--- src/hdl/usb_host_xact_params.svh ---
/*
 Offsets, field positions, token codes and reset values for the two host
 transaction engines. Assumes a 32-bit APB slave that places each 16-bit
 register in one aligned word at byte address four times its index.
*/
`ifndef USB_HOST_XACT_PARAMS_SVH
`define USB_HOST_XACT_PARAMS_SVH

// ----------------------------------------------------------------------------
// Register indices (byte address is four times the index)
// ----------------------------------------------------------------------------
`define HOST1_CTRL_IDX 16'hc080
`define HOST1_CNT_IDX 16'hc082
`define HOST1_STAT_IDX 16'hc084
`define HOST1_TOK_IDX 16'hc086
`define HOST1_RES_IDX 16'hc088
`define HOST2_CTRL_IDX 16'hc0a0
`define HOST2_CNT_IDX 16'hc0a2
`define HOST2_STAT_IDX 16'hc0a4
`define HOST2_TOK_IDX 16'hc0a6
`define HOST2_RES_IDX 16'hc0a8
`define IRQ_STAT_IDX 16'hc0f0
`define IRQ_MASK_IDX 16'hc0f2

// ----------------------------------------------------------------------------
// Control fields and reset values
// ----------------------------------------------------------------------------
`define CTRL_PRE_BIT 7
`define CTRL_SEQ_BIT 6
`define CTRL_SYNC_BIT 5
`define CTRL_ISO_BIT 4
`define CTRL_ARM_BIT 0
`define CTRL_WMASK 16'h00f1
`define CTRL_RST 16'h0000
`define TOK_RST 16'h0000
`define CNT_RST 16'h0000
`define RES_RST 16'h0000
`define STAT_RST 16'h0000
`define MASK_RST 16'h0000

// ----------------------------------------------------------------------------
// Endpoint status bits
// ----------------------------------------------------------------------------
`define ST_ACK 0
`define ST_ERR 1
`define ST_TMO 2
`define ST_STALL 3
`define ST_NAK 4
`define ST_LEN 5
`define ST_UNDER 6
`define ST_OVER 7

// ----------------------------------------------------------------------------
// Packet identifier codes and overflow fill
// ----------------------------------------------------------------------------
`define PID_SETUP 4'hd
`define PID_IN 4'h9
`define PID_OUT 4'h1
`define PID_SOF 4'h5
`define PID_PRE 4'hc
`define PID_NAK 4'ha
`define PID_STALL 4'he
`define PID_DATA0 4'h3
`define PID_DATA1 4'hb
`define PID_ACK 4'h2
`define OVER_FILL 6'h3f

`endif

--- src/hdl/usb_host_xact_pkg.sv ---
/*
 Types shared by the host transaction engines and their packet layer.
 Assumes the packet layer runs on the same clock as the register side.
*/
package usb_host_xact_pkg;

   // ----------------------------------------------------------------------
   // Carriers and states
   // ----------------------------------------------------------------------
   // Packet handed to the serial interface engine
   typedef struct packed {
      logic valid;
      logic [3:0] pid;
      logic [3:0] ep;
   } pkt_req_type;

   // Outcome reported by the serial interface engine
   typedef struct packed {
      logic valid;
      logic [3:0] pid;
      logic [15:0] len;
      logic err;
      logic timeout;
   } link_res_type;

   typedef enum logic [2:0] {
      S_IDLE,
      S_FRAME,
      S_TOKEN,
      S_DATA,
      S_WAIT,
      S_HAND
   } eng_state_type;

endpackage

--- src/hdl/usb_host_transaction_control.sv ---
/*
 Two host transaction engines with an APB register slave and one interrupt.
 Each engine emits token, data and handshake packets to a packet layer on the
 same clock and takes back at most one outcome per transaction.
*/
`include "usb_host_xact_params.svh"

module usb_host_transaction_control #(
   parameter int ENGINES = 2,
   parameter int ADDR_W = 18
) (
   // Clock and reset
   input wire logic pclk,
   input wire logic presetn,
   // APB slave
   input wire logic psel,
   input wire logic penable,
   input wire logic pwrite,
   input wire logic [ADDR_W-1:0] paddr,
   input wire logic [31:0] pwdata,
   output logic [31:0] prdata,
   output logic pready,
   output logic pslverr,
   // Packet layer
   output usb_host_xact_pkg::pkt_req_type pkt_req [ENGINES],
   input wire logic [ENGINES-1:0] pkt_ready,
   input wire logic [ENGINES-1:0] frame_mark,
   input usb_host_xact_pkg::link_res_type link_res [ENGINES],
   // Interrupt
   output logic irq
);
   import usb_host_xact_pkg::*;

   // ------------------------------------------------------------------------
   // Elaboration checks
   // ------------------------------------------------------------------------
   if (ENGINES != 2 || ADDR_W < 18) begin : g_bad_cfg
      $error("usb_host_transaction_control needs two engines and 18 address bits");
   end

   // Byte address of a register index
   function automatic logic [ADDR_W-1:0] baddr(input logic [15:0] idx);
      return ADDR_W'({idx, 2'b00});
   endfunction

   // ------------------------------------------------------------------------
   // Shared state
   // ------------------------------------------------------------------------
   logic [15:0] ctrl_q [ENGINES];
   logic [15:0] tok_q [ENGINES];
   logic [15:0] cnt_q [ENGINES];
   logic [15:0] res_q [ENGINES];
   logic [15:0] stat_q [ENGINES];
   logic done_q [ENGINES];
   logic [ENGINES-1:0] done_vec;
   logic [ENGINES-1:0] irq_stat_q;
   logic [ENGINES-1:0] irq_mask_q;
   logic pready_q;
   logic [31:0] prdata_q;
   logic pslverr_q;
   logic [15:0] rd_data;
   logic rd_hit;
   logic wr_en;

   assign wr_en = psel && penable && pwrite && pready_q;
   assign prdata = prdata_q;
   assign pready = pready_q;
   assign pslverr = pslverr_q;

   // ------------------------------------------------------------------------
   // Engines
   // ------------------------------------------------------------------------
   for (genvar i = 0; i < ENGINES; i++) begin : g_eng
      localparam logic [15:0] CTRL_IDX = (i == 0) ? `HOST1_CTRL_IDX : `HOST2_CTRL_IDX;
      localparam logic [15:0] TOK_IDX = (i == 0) ? `HOST1_TOK_IDX : `HOST2_TOK_IDX;
      localparam logic [15:0] CNT_IDX = (i == 0) ? `HOST1_CNT_IDX : `HOST2_CNT_IDX;
      eng_state_type state_q;
      pkt_req_type pkt_q;
      logic pre_sent_q;
      logic [15:0] rxlen_q;
      logic rxdata_q;
      logic wr_ctrl;
      logic wr_tok;
      logic wr_cnt;
      logic need_pre;
      logic [3:0] emit_pid;
      logic [15:0] diff;
      logic [15:0] len_in;

      assign wr_ctrl = wr_en && (paddr == baddr(CTRL_IDX));
      assign wr_tok = wr_en && (paddr == baddr(TOK_IDX));
      assign wr_cnt = wr_en && (paddr == baddr(CNT_IDX));
      assign need_pre = ctrl_q[i][`CTRL_PRE_BIT] && !pre_sent_q;
      assign len_in = link_res[i].len;
      assign diff = cnt_q[i] - len_in;
      assign pkt_req[i] = pkt_q;
      assign done_vec[i] = done_q[i];

      // Packet code for the current emitting state
      always_comb begin
         unique case (state_q)
            S_TOKEN: emit_pid = tok_q[i][7:4];
            S_DATA: emit_pid = ctrl_q[i][`CTRL_SEQ_BIT] ? `PID_DATA1 : `PID_DATA0;
            S_HAND: emit_pid = `PID_ACK;
            default: emit_pid = `PID_PRE;
         endcase
      end

      // Control register; go cleared after completion, software write wins
      always_ff @(posedge pclk or negedge presetn) begin
         if (!presetn) begin
            ctrl_q[i] <= `CTRL_RST;
         end else if (wr_ctrl) begin
            ctrl_q[i] <= pwdata[15:0] & `CTRL_WMASK;
         end else if (done_q[i]) begin
            ctrl_q[i][`CTRL_ARM_BIT] <= 1'b0;
         end
      end

      // Token, endpoint and expected count
      always_ff @(posedge pclk or negedge presetn) begin
         if (!presetn) begin
            tok_q[i] <= `TOK_RST;
            cnt_q[i] <= `CNT_RST;
         end else begin
            if (wr_tok) begin
               tok_q[i] <= {8'h00, pwdata[7:0]};
            end
            if (wr_cnt) begin
               cnt_q[i] <= pwdata[15:0];
            end
         end
      end

      // Transaction sequencer
      always_ff @(posedge pclk or negedge presetn) begin
         if (!presetn) begin
            state_q <= S_IDLE;
            pkt_q <= '0;
            pre_sent_q <= 1'b0;
            stat_q[i] <= `STAT_RST;
            res_q[i] <= `RES_RST;
            rxlen_q <= 16'h0000;
            rxdata_q <= 1'b0;
            done_q[i] <= 1'b0;
         end else begin
            done_q[i] <= 1'b0;
            unique case (state_q)
               S_IDLE: begin
                  if (ctrl_q[i][`CTRL_ARM_BIT] && !done_q[i]) begin
                     stat_q[i] <= `STAT_RST;
                     pre_sent_q <= 1'b0;
                     rxdata_q <= 1'b0;
                     state_q <= ctrl_q[i][`CTRL_SYNC_BIT] ? S_FRAME : S_TOKEN;
                  end
               end
               S_FRAME: begin
                  if (frame_mark[i]) begin
                     state_q <= S_TOKEN;
                  end
               end
               S_TOKEN, S_DATA, S_HAND: begin
                  if (!pkt_q.valid) begin
                     pkt_q.valid <= 1'b1;
                     pkt_q.pid <= need_pre ? `PID_PRE : emit_pid;
                     pkt_q.ep <= tok_q[i][3:0];
                  end else if (pkt_ready[i]) begin
                     pkt_q.valid <= 1'b0;
                     if (need_pre) begin
                        pre_sent_q <= 1'b1;
                     end else begin
                        pre_sent_q <= 1'b0;
                        if (state_q == S_TOKEN) begin
                           if (tok_q[i][7:4] == `PID_IN) begin
                              state_q <= S_WAIT;
                           end else if (tok_q[i][7:4] == `PID_OUT || tok_q[i][7:4] == `PID_SETUP) begin
                              state_q <= S_DATA;
                           end else begin
                              stat_q[i][`ST_ACK] <= 1'b1;
                              done_q[i] <= 1'b1;
                              state_q <= S_IDLE;
                           end
                        end else if (state_q == S_DATA && !ctrl_q[i][`CTRL_ISO_BIT]) begin
                           state_q <= S_WAIT;
                        end else begin
                           // Isochronous data or sent ACK ends it successfully
                           stat_q[i][`ST_ACK] <= 1'b1;
                           done_q[i] <= 1'b1;
                           state_q <= S_IDLE;
                        end
                     end
                  end
               end
               S_WAIT: begin
                  if (link_res[i].valid) begin
                     state_q <= S_IDLE;
                     done_q[i] <= 1'b1;
                     if (link_res[i].timeout) begin
                        stat_q[i][`ST_TMO] <= 1'b1;
                     end else if (link_res[i].err) begin
                        stat_q[i][`ST_ERR] <= 1'b1;
                     end else begin
                        unique case (link_res[i].pid)
                           `PID_ACK: stat_q[i][`ST_ACK] <= 1'b1;
                           `PID_NAK: stat_q[i][`ST_NAK] <= 1'b1;
                           `PID_STALL: stat_q[i][`ST_STALL] <= 1'b1;
                           // Either toggle is taken; sequence is not checked
                           `PID_DATA0, `PID_DATA1: begin
                              rxlen_q <= len_in;
                              rxdata_q <= 1'b1;
                              res_q[i] <= (len_in > cnt_q[i]) ? {`OVER_FILL, diff[9:0]} : diff;
                              stat_q[i][`ST_LEN] <= (len_in != cnt_q[i]);
                              stat_q[i][`ST_OVER] <= (len_in > cnt_q[i]);
                              stat_q[i][`ST_UNDER] <= (len_in < cnt_q[i]);
                              if (ctrl_q[i][`CTRL_ISO_BIT]) begin
                                 stat_q[i][`ST_ACK] <= 1'b1;
                              end else begin
                                 done_q[i] <= 1'b0;
                                 state_q <= S_HAND;
                              end
                           end
                           default: stat_q[i][`ST_ERR] <= 1'b1;
                        endcase
                     end
                  end
               end
            endcase
         end
      end

      // ----------------------------------------------------------------------
      // Checks
      // ----------------------------------------------------------------------
      a_arm_clear: assert property (@(posedge pclk) disable iff (!presetn)
         (done_q[i] && !wr_ctrl) |=> !ctrl_q[i][`CTRL_ARM_BIT])
         else $error("go bit not cleared after transaction end");
      a_pre_lead: assert property (@(posedge pclk) disable iff (!presetn)
         (pkt_q.valid && pkt_ready[i] && ctrl_q[i][`CTRL_PRE_BIT] && pkt_q.pid != `PID_PRE) |-> pre_sent_q)
         else $error("low-speed packet sent without preamble");
      a_no_pre: assert property (@(posedge pclk) disable iff (!presetn)
         (pkt_q.valid && !ctrl_q[i][`CTRL_PRE_BIT] && state_q != S_TOKEN) |-> pkt_q.pid != `PID_PRE)
         else $error("preamble sent while lead-in disabled");
      a_data_toggle: assert property (@(posedge pclk) disable iff (!presetn)
         (pkt_q.valid && state_q == S_DATA && pkt_q.pid != `PID_PRE)
         |-> pkt_q.pid == (ctrl_q[i][`CTRL_SEQ_BIT] ? `PID_DATA1 : `PID_DATA0))
         else $error("data packet type does not follow toggle bit");
      a_frame_hold: assert property (@(posedge pclk) disable iff (!presetn)
         (state_q == S_FRAME && !frame_mark[i]) |=> (state_q == S_FRAME && !pkt_q.valid))
         else $error("packet left before frame marker");
      a_over_fill: assert property (@(posedge pclk) disable iff (!presetn)
         (done_q[i] && rxdata_q && stat_q[i][`ST_OVER]) |-> res_q[i][15:10] == `OVER_FILL)
         else $error("overflow result not negative");
      a_under_count: assert property (@(posedge pclk) disable iff (!presetn)
         (done_q[i] && rxdata_q && stat_q[i][`ST_UNDER]) |-> res_q[i] == cnt_q[i] - rxlen_q)
         else $error("underflow result wrong");
      a_size_flag: assert property (@(posedge pclk) disable iff (!presetn)
         (done_q[i] && rxdata_q) |-> stat_q[i][`ST_LEN] == (rxlen_q != cnt_q[i]))
         else $error("size mismatch flag wrong");
      a_iso_ok: assert property (@(posedge pclk) disable iff (!presetn)
         (state_q == S_WAIT && link_res[i].valid && !link_res[i].err && !link_res[i].timeout
          && ctrl_q[i][`CTRL_ISO_BIT] && (link_res[i].pid == `PID_DATA0 || link_res[i].pid == `PID_DATA1))
         |=> stat_q[i][`ST_ACK] && done_q[i])
         else $error("isochronous success not flagged");
      a_token_ep: assert property (@(posedge pclk) disable iff (!presetn)
         pkt_q.valid |-> pkt_q.ep == tok_q[i][3:0])
         else $error("packet endpoint differs from token register");
   end

   // ------------------------------------------------------------------------
   // Interrupt status, mask and line
   // ------------------------------------------------------------------------
   always_ff @(posedge pclk or negedge presetn) begin
      if (!presetn) begin
         irq_stat_q <= '0;
         irq_mask_q <= '0;
         irq <= 1'b0;
      end else begin
         // A completion in the clearing cycle survives the clear
         if (wr_en && paddr == baddr(`IRQ_STAT_IDX)) begin
            irq_stat_q <= (irq_stat_q & ~pwdata[ENGINES-1:0]) | done_vec;
         end else begin
            irq_stat_q <= irq_stat_q | done_vec;
         end
         if (wr_en && paddr == baddr(`IRQ_MASK_IDX)) begin
            irq_mask_q <= pwdata[ENGINES-1:0];
         end
         irq <= |(irq_stat_q & irq_mask_q);
      end
   end

   // ------------------------------------------------------------------------
   // APB read decode
   // ------------------------------------------------------------------------
   always_comb begin
      rd_data = 16'h0000;
      rd_hit = 1'b0;
      for (int e = 0; e < ENGINES; e++) begin
         if (paddr == baddr(e == 0 ? `HOST1_CTRL_IDX : `HOST2_CTRL_IDX)) begin
            rd_data = ctrl_q[e];
            rd_hit = 1'b1;
         end
         if (paddr == baddr(e == 0 ? `HOST1_TOK_IDX : `HOST2_TOK_IDX)) begin
            rd_hit = 1'b1;
         end
         if (paddr == baddr(e == 0 ? `HOST1_CNT_IDX : `HOST2_CNT_IDX)) begin
            rd_data = cnt_q[e];
            rd_hit = 1'b1;
         end
         if (paddr == baddr(e == 0 ? `HOST1_STAT_IDX : `HOST2_STAT_IDX)) begin
            rd_data = stat_q[e];
            rd_hit = 1'b1;
         end
         if (paddr == baddr(e == 0 ? `HOST1_RES_IDX : `HOST2_RES_IDX)) begin
            rd_data = res_q[e];
            rd_hit = 1'b1;
         end
      end
      if (paddr == baddr(`IRQ_STAT_IDX)) begin
         rd_data = {{(16-ENGINES){1'b0}}, irq_stat_q};
         rd_hit = 1'b1;
      end
      if (paddr == baddr(`IRQ_MASK_IDX)) begin
         rd_data = {{(16-ENGINES){1'b0}}, irq_mask_q};
         rd_hit = 1'b1;
      end
   end

   // APB answer registered in setup, ready in the first access cycle
   always_ff @(posedge pclk or negedge presetn) begin
      if (!presetn) begin
         pready_q <= 1'b0;
         prdata_q <= 32'h0000_0000;
         pslverr_q <= 1'b0;
      end else begin
         pready_q <= psel && !penable;
         if (psel && !penable) begin
            prdata_q <= pwrite ? 32'h0000_0000 : {16'h0000, rd_data};
            pslverr_q <= !rd_hit;
         end else begin
            pslverr_q <= 1'b0;
         end
      end
   end

   a_irq_level: assert property (@(posedge pclk) disable iff (!presetn)
      (|(irq_stat_q & irq_mask_q)) |=> irq)
      else $error("interrupt not raised for unmasked status");

endmodule

--- config.mk ---
export PLATFORM = sky130hd
export DESIGN_NAME = usb_host_transaction_control
export DESIGN_NICKNAME = d
export VERILOG_FILES = /design/src/hdl/usb_host_xact_pkg.sv /design/src/hdl/usb_host_transaction_control.sv
export VERILOG_INCLUDE_DIRS = /design/src /design/src/hdl
export SDC_FILE = /design/constraint.sdc
export NUM_CORES = 1
export LEC_CHECK = 0
export BUFFER_PORTS_ARGS = -buffer_cell sky130_fd_sc_hd__buf_2
export CORE_MARGIN = 4
export CORE_UTILIZATION = 30
export CTS_CLUSTER_DIAMETER = 150
export DETAILED_ROUTE_END_ITERATION = 10
export MAX_ROUTING_LAYER = met4
export PLACE_DENSITY = 0.46
export SYNTH_ARGS = -nofsm -noshare
export SYNTH_HDL_FRONTEND = slang
export SYNTH_SLANG_ARGS = --single-unit
--- constraint.sdc ---
create_clock -name pclk -period 4.15 [get_ports pclk]
set_input_delay 0.6225 -clock pclk [delete_from_list [all_inputs] [get_ports pclk]]
set_output_delay 0.6225 -clock pclk [all_outputs]
set_load 0.1 [all_outputs]
==> results.sh <==
export IMPL_dr_total_vias=7256
export IMPL_cts_hold_fix_buffers=0
export IMPL_syn_cell_area_um2=8960
export IMPL_synthMuxAreaShare_pct=8.05
export IMPL_drive_gt1_share_pct=22.4
export IMPL_postCtsSetupRepairBufs=0
export IMPL_drc=0
export IMPL_period_share_pct=70.1
export IMPL_grt_pass1_wl_um=41500
export IMPL_vdd_ir_drop_max_uv=274
export IMPL_cts_tree="built"
export IMPL_max_cap_viol_count=0
export IMPL_routedWlPerCell_um=17.8
export IMPL_cts_max_level=4
export IMPL_layout_common_cells="dfrtp_1, buf_2, nand2_1, o21ai_0, nor2_1"
export IMPL_drtAntennaViolNets=0
export IMPL_drt_wl_total_um=26200
export IMPL_fillers=3104
export IMPL_place_inst=1442
export IMPL_pwr_share_seq_pct=41.0
export IMPL_numCtsBuffers=17
export IMPL_tightest_slew_ns=0.795
export IMPL_fmax_ghz=0.344
export IMPL_netlist_area_leader_share_pct=43.8
export IMPL_hp_class="input pin to asynchronous set/reset pin"
export IMPL_synth_area_top_cells="dfrtp_1, mux2_2, nand2_1"
export IMPL_fin_skew_ns=0.0120
export IMPL_cts_resized=0
export IMPL_setup_tns_ns=0
export IMPL_syn2layout_area_growth_pct=17.5
export IMPL_synth_compound_area_share_pct=18.2
export IMPL_pwr_share_clk_pct=34.5
export IMPL_cpPeakStageDelay_ns=0.50
export IMPL_powerDensity_nw_per_um2=416
export IMPL_grt_pass1_vias=7363
export IMPL_port_buffers=125
export IMPL_clock_latency_ns=0.42
export IMPL_dpl_cell_area_um2=9980
export IMPL_rows=63
export IMPL_maxSlewHeadroom_pct=46.6
export IMPL_cp_end_kind="register"
export IMPL_overflow=0
export IMPL_swShare_pct=36.1
export IMPL_fin_crit_ns=2.91
export IMPL_start_util_pct=30.3
export IMPL_yosysSeqAreaShare_pct=43.8
export IMPL_track_usage_pct=16.5
export IMPL_cp_common_cell="a21oi_1"
export IMPL_grt_start_max_net_pins=81
export IMPL_rsz0062_at_grt="no"
export IMPL_cts_root_buffer_cell="clkbuf_16"
export IMPL_outcome="finished clean"
export IMPL_synth_xor_area_share_pct=2.54
export IMPL_yosys_area_share_simple_pct=17.4
export IMPL_power_switching_mw=1.58
export IMPL_worst_ep_arrival_time_ns=3.21
export IMPL_p_int_mw=2.80
export IMPL_ys_warn_count=0
export IMPL_antenna_found_initial=1
export IMPL_setup_violations=0
export IMPL_first_pass_iters=5
export IMPL_ioPinCount=158
export IMPL_power_frac_comb_pct=24.5
export IMPL_worstPathMaxFanout=7
export IMPL_die_w_um=181
export IMPL_design_area_um2=10500
export IMPL_placeableCoreArea_um2=29600
export IMPL_synthArstFlopShare_pct=100
export IMPL_clock_sinks=157
export IMPL_syn_avg_cell_area_um2=9.47
export IMPL_required_ns=4.45
export IMPL_final_common_cell="dfrtp_1"
export IMPL_path_cells="ha_1, a21o_1, a21oi_1, o21ai_0, nor4_1, o31ai_1, a21oi_1, inv_1, a22o_1"
export IMPL_synth_cells=947
export IMPL_synthFlopType="dfrtp_1"
export IMPL_ys_ff_latch=157
export IMPL_routed_via_density=4.92
export IMPL_cts_buffer_depth=2
export IMPL_synth_fa_ha_area_share_pct=5.05
export IMPL_slew_violations=0
export IMPL_slowest_stage="a21oi_1"
export IMPL_die_area_um2=32700
export IMPL_hold_ws_ns=0.248
export IMPL_synth_area_leader_cell="dfrtp_1"
export IMPL_crit_type="register to register"
export IMPL_ys_types=74
export IMPL_fp_dieH_um=181
export IMPL_synth_top_family_by_area="compound AO/OA/AOI/OAI gates"
export IMPL_final_cells=1474
export IMPL_hold_viol=0
export IMPL_startpoint_type="register"
export IMPL_leakagePower_nw=5.10
export IMPL_hpwlAfterDp_um=20400
export IMPL_synth_edff_count=0
export IMPL_nNetsFinal=1211
export IMPL_dr_first_iter_drc_count=474
export IMPL_clkTransAtPathRegs_ns=0.06
export IMPL_gp_congestion=0.833
synth_stat cells (all sizes together), types with 7 or more instances:
cell type  instances
xor2              12
inv               53
nand3             18
ha                33
nand2            122
a221oi             9
a21o              16
nor2              78
nand4             12
buf               22
o31ai             12
a31oi              9
xnor2             14
mux2              61
o21ai             92
nor2b             13
a222oi             7
nor3              12
nand2b            19
clkbuf            22
nor4              10
a21oi             44
a21boi             9
a211oi             8
o211ai             7
dfrtp            157
power groups by stage:
stage	logic [mW]	registers [mW]	clock network (mW)
5_1_grt	1.18	1.81	1.62
3_5_place_dp	1.09	1.82	0
6_report	1.08	1.79	1.51
4_1_cts	1.09	1.79	1.56
3_3_place_gp	1.08	1.82	0
2_1_floorplan	0.605	2.01	0
cell families (layout without fill, tap and decap cells):
logic type / count (synthesis) / count (layout)
other cells: 1 / 17
xor+xnor: 26 / 26
compound gates: 255 / 255
flops: 157 / 157
mux: 63 / 63
buf+inv: 97 / 218
fa+ha+maj: 35 / 35
simple gates: 313 / 313
worst max-delay path: cells and delay by family, from the launching register on:
family                     cells  cell delay (ns)
adders and majority gates      1             0.34
buffers and inverters          1             0.16
and+or+nand+nor                1             0.42
AOI/OAI and AO/OA              6             1.47
DFF                            1             0.41
per-layer routing:
metal	vias to the layer above	wire (µm)	share of wire, %	GRT usage (%)
met4	0	264	1.0	3.57
met3	17	1060	4.0	2.74
met5	-	0	0	-
met2	131	12000	46	25.5
li1	3635	-	-	-
met1	3473	12900	49	23.0
path summary, 6_finish.rpt:
| kind | slack, ns | from | end | cells after the start |
|---|---|---|---|---|
| worst max register to register | 1.24 | cnt_q[7] | stat_q[6] | 9 |
| min in group pclk | 0.44 | pwdata[14] | cnt_q[30] | 2 |
| worst max-delay path | 1.24 | cnt_q[7] | stat_q[6] | 9 |
| worst min-delay path | 0.25 | presetn | res_q[6] | 1 |
| max in group asynchronous | 3.02 | presetn | cnt_q[23] | 2 |
| worst min register to register | 0.47 | tok_q[16] | pkt_req[9] | 2 |
stage by stage:
stage	total power, mW	setup WS (ns)	util [%]
3_5_place_dp	2.91	0.875	33.8
5_1_grt	4.62	0.923	35.6
3_3_place_gp	2.90	0.903	33.8
4_1_cts	4.44	1.20	35.6
2_1_floorplan	2.62	1.42	-
6_report	4.38	1.24	35.6
final cells by class:
class                      instances  area (µm²)  area share [%]
antenna                            1        2.50          0.0237
tap                              390         488            4.63
inverter                          53         199            1.89
sequential                       157        3930            37.3
multi-input combinational        708        4650            44.1
clock inverter                    12         113            1.07
clock buffer                      19         443            4.20
timing repair buffer             134         712            6.76
registers in the layout (all words and copies together), names as in the netlist:
name	cells
irq	1
irq_stat_q	2
g_eng.state_q	6
res_q	32
pkt_req	18
stat_q	16
irq_mask_q	2
pslverr	1
pready	1
cnt_q	32
done_q	2
prdata	16
g_eng.pre_sent_q	2
ctrl_q	10
tok_q	16
Note: power is estimated with default switching activity, not from simulation.
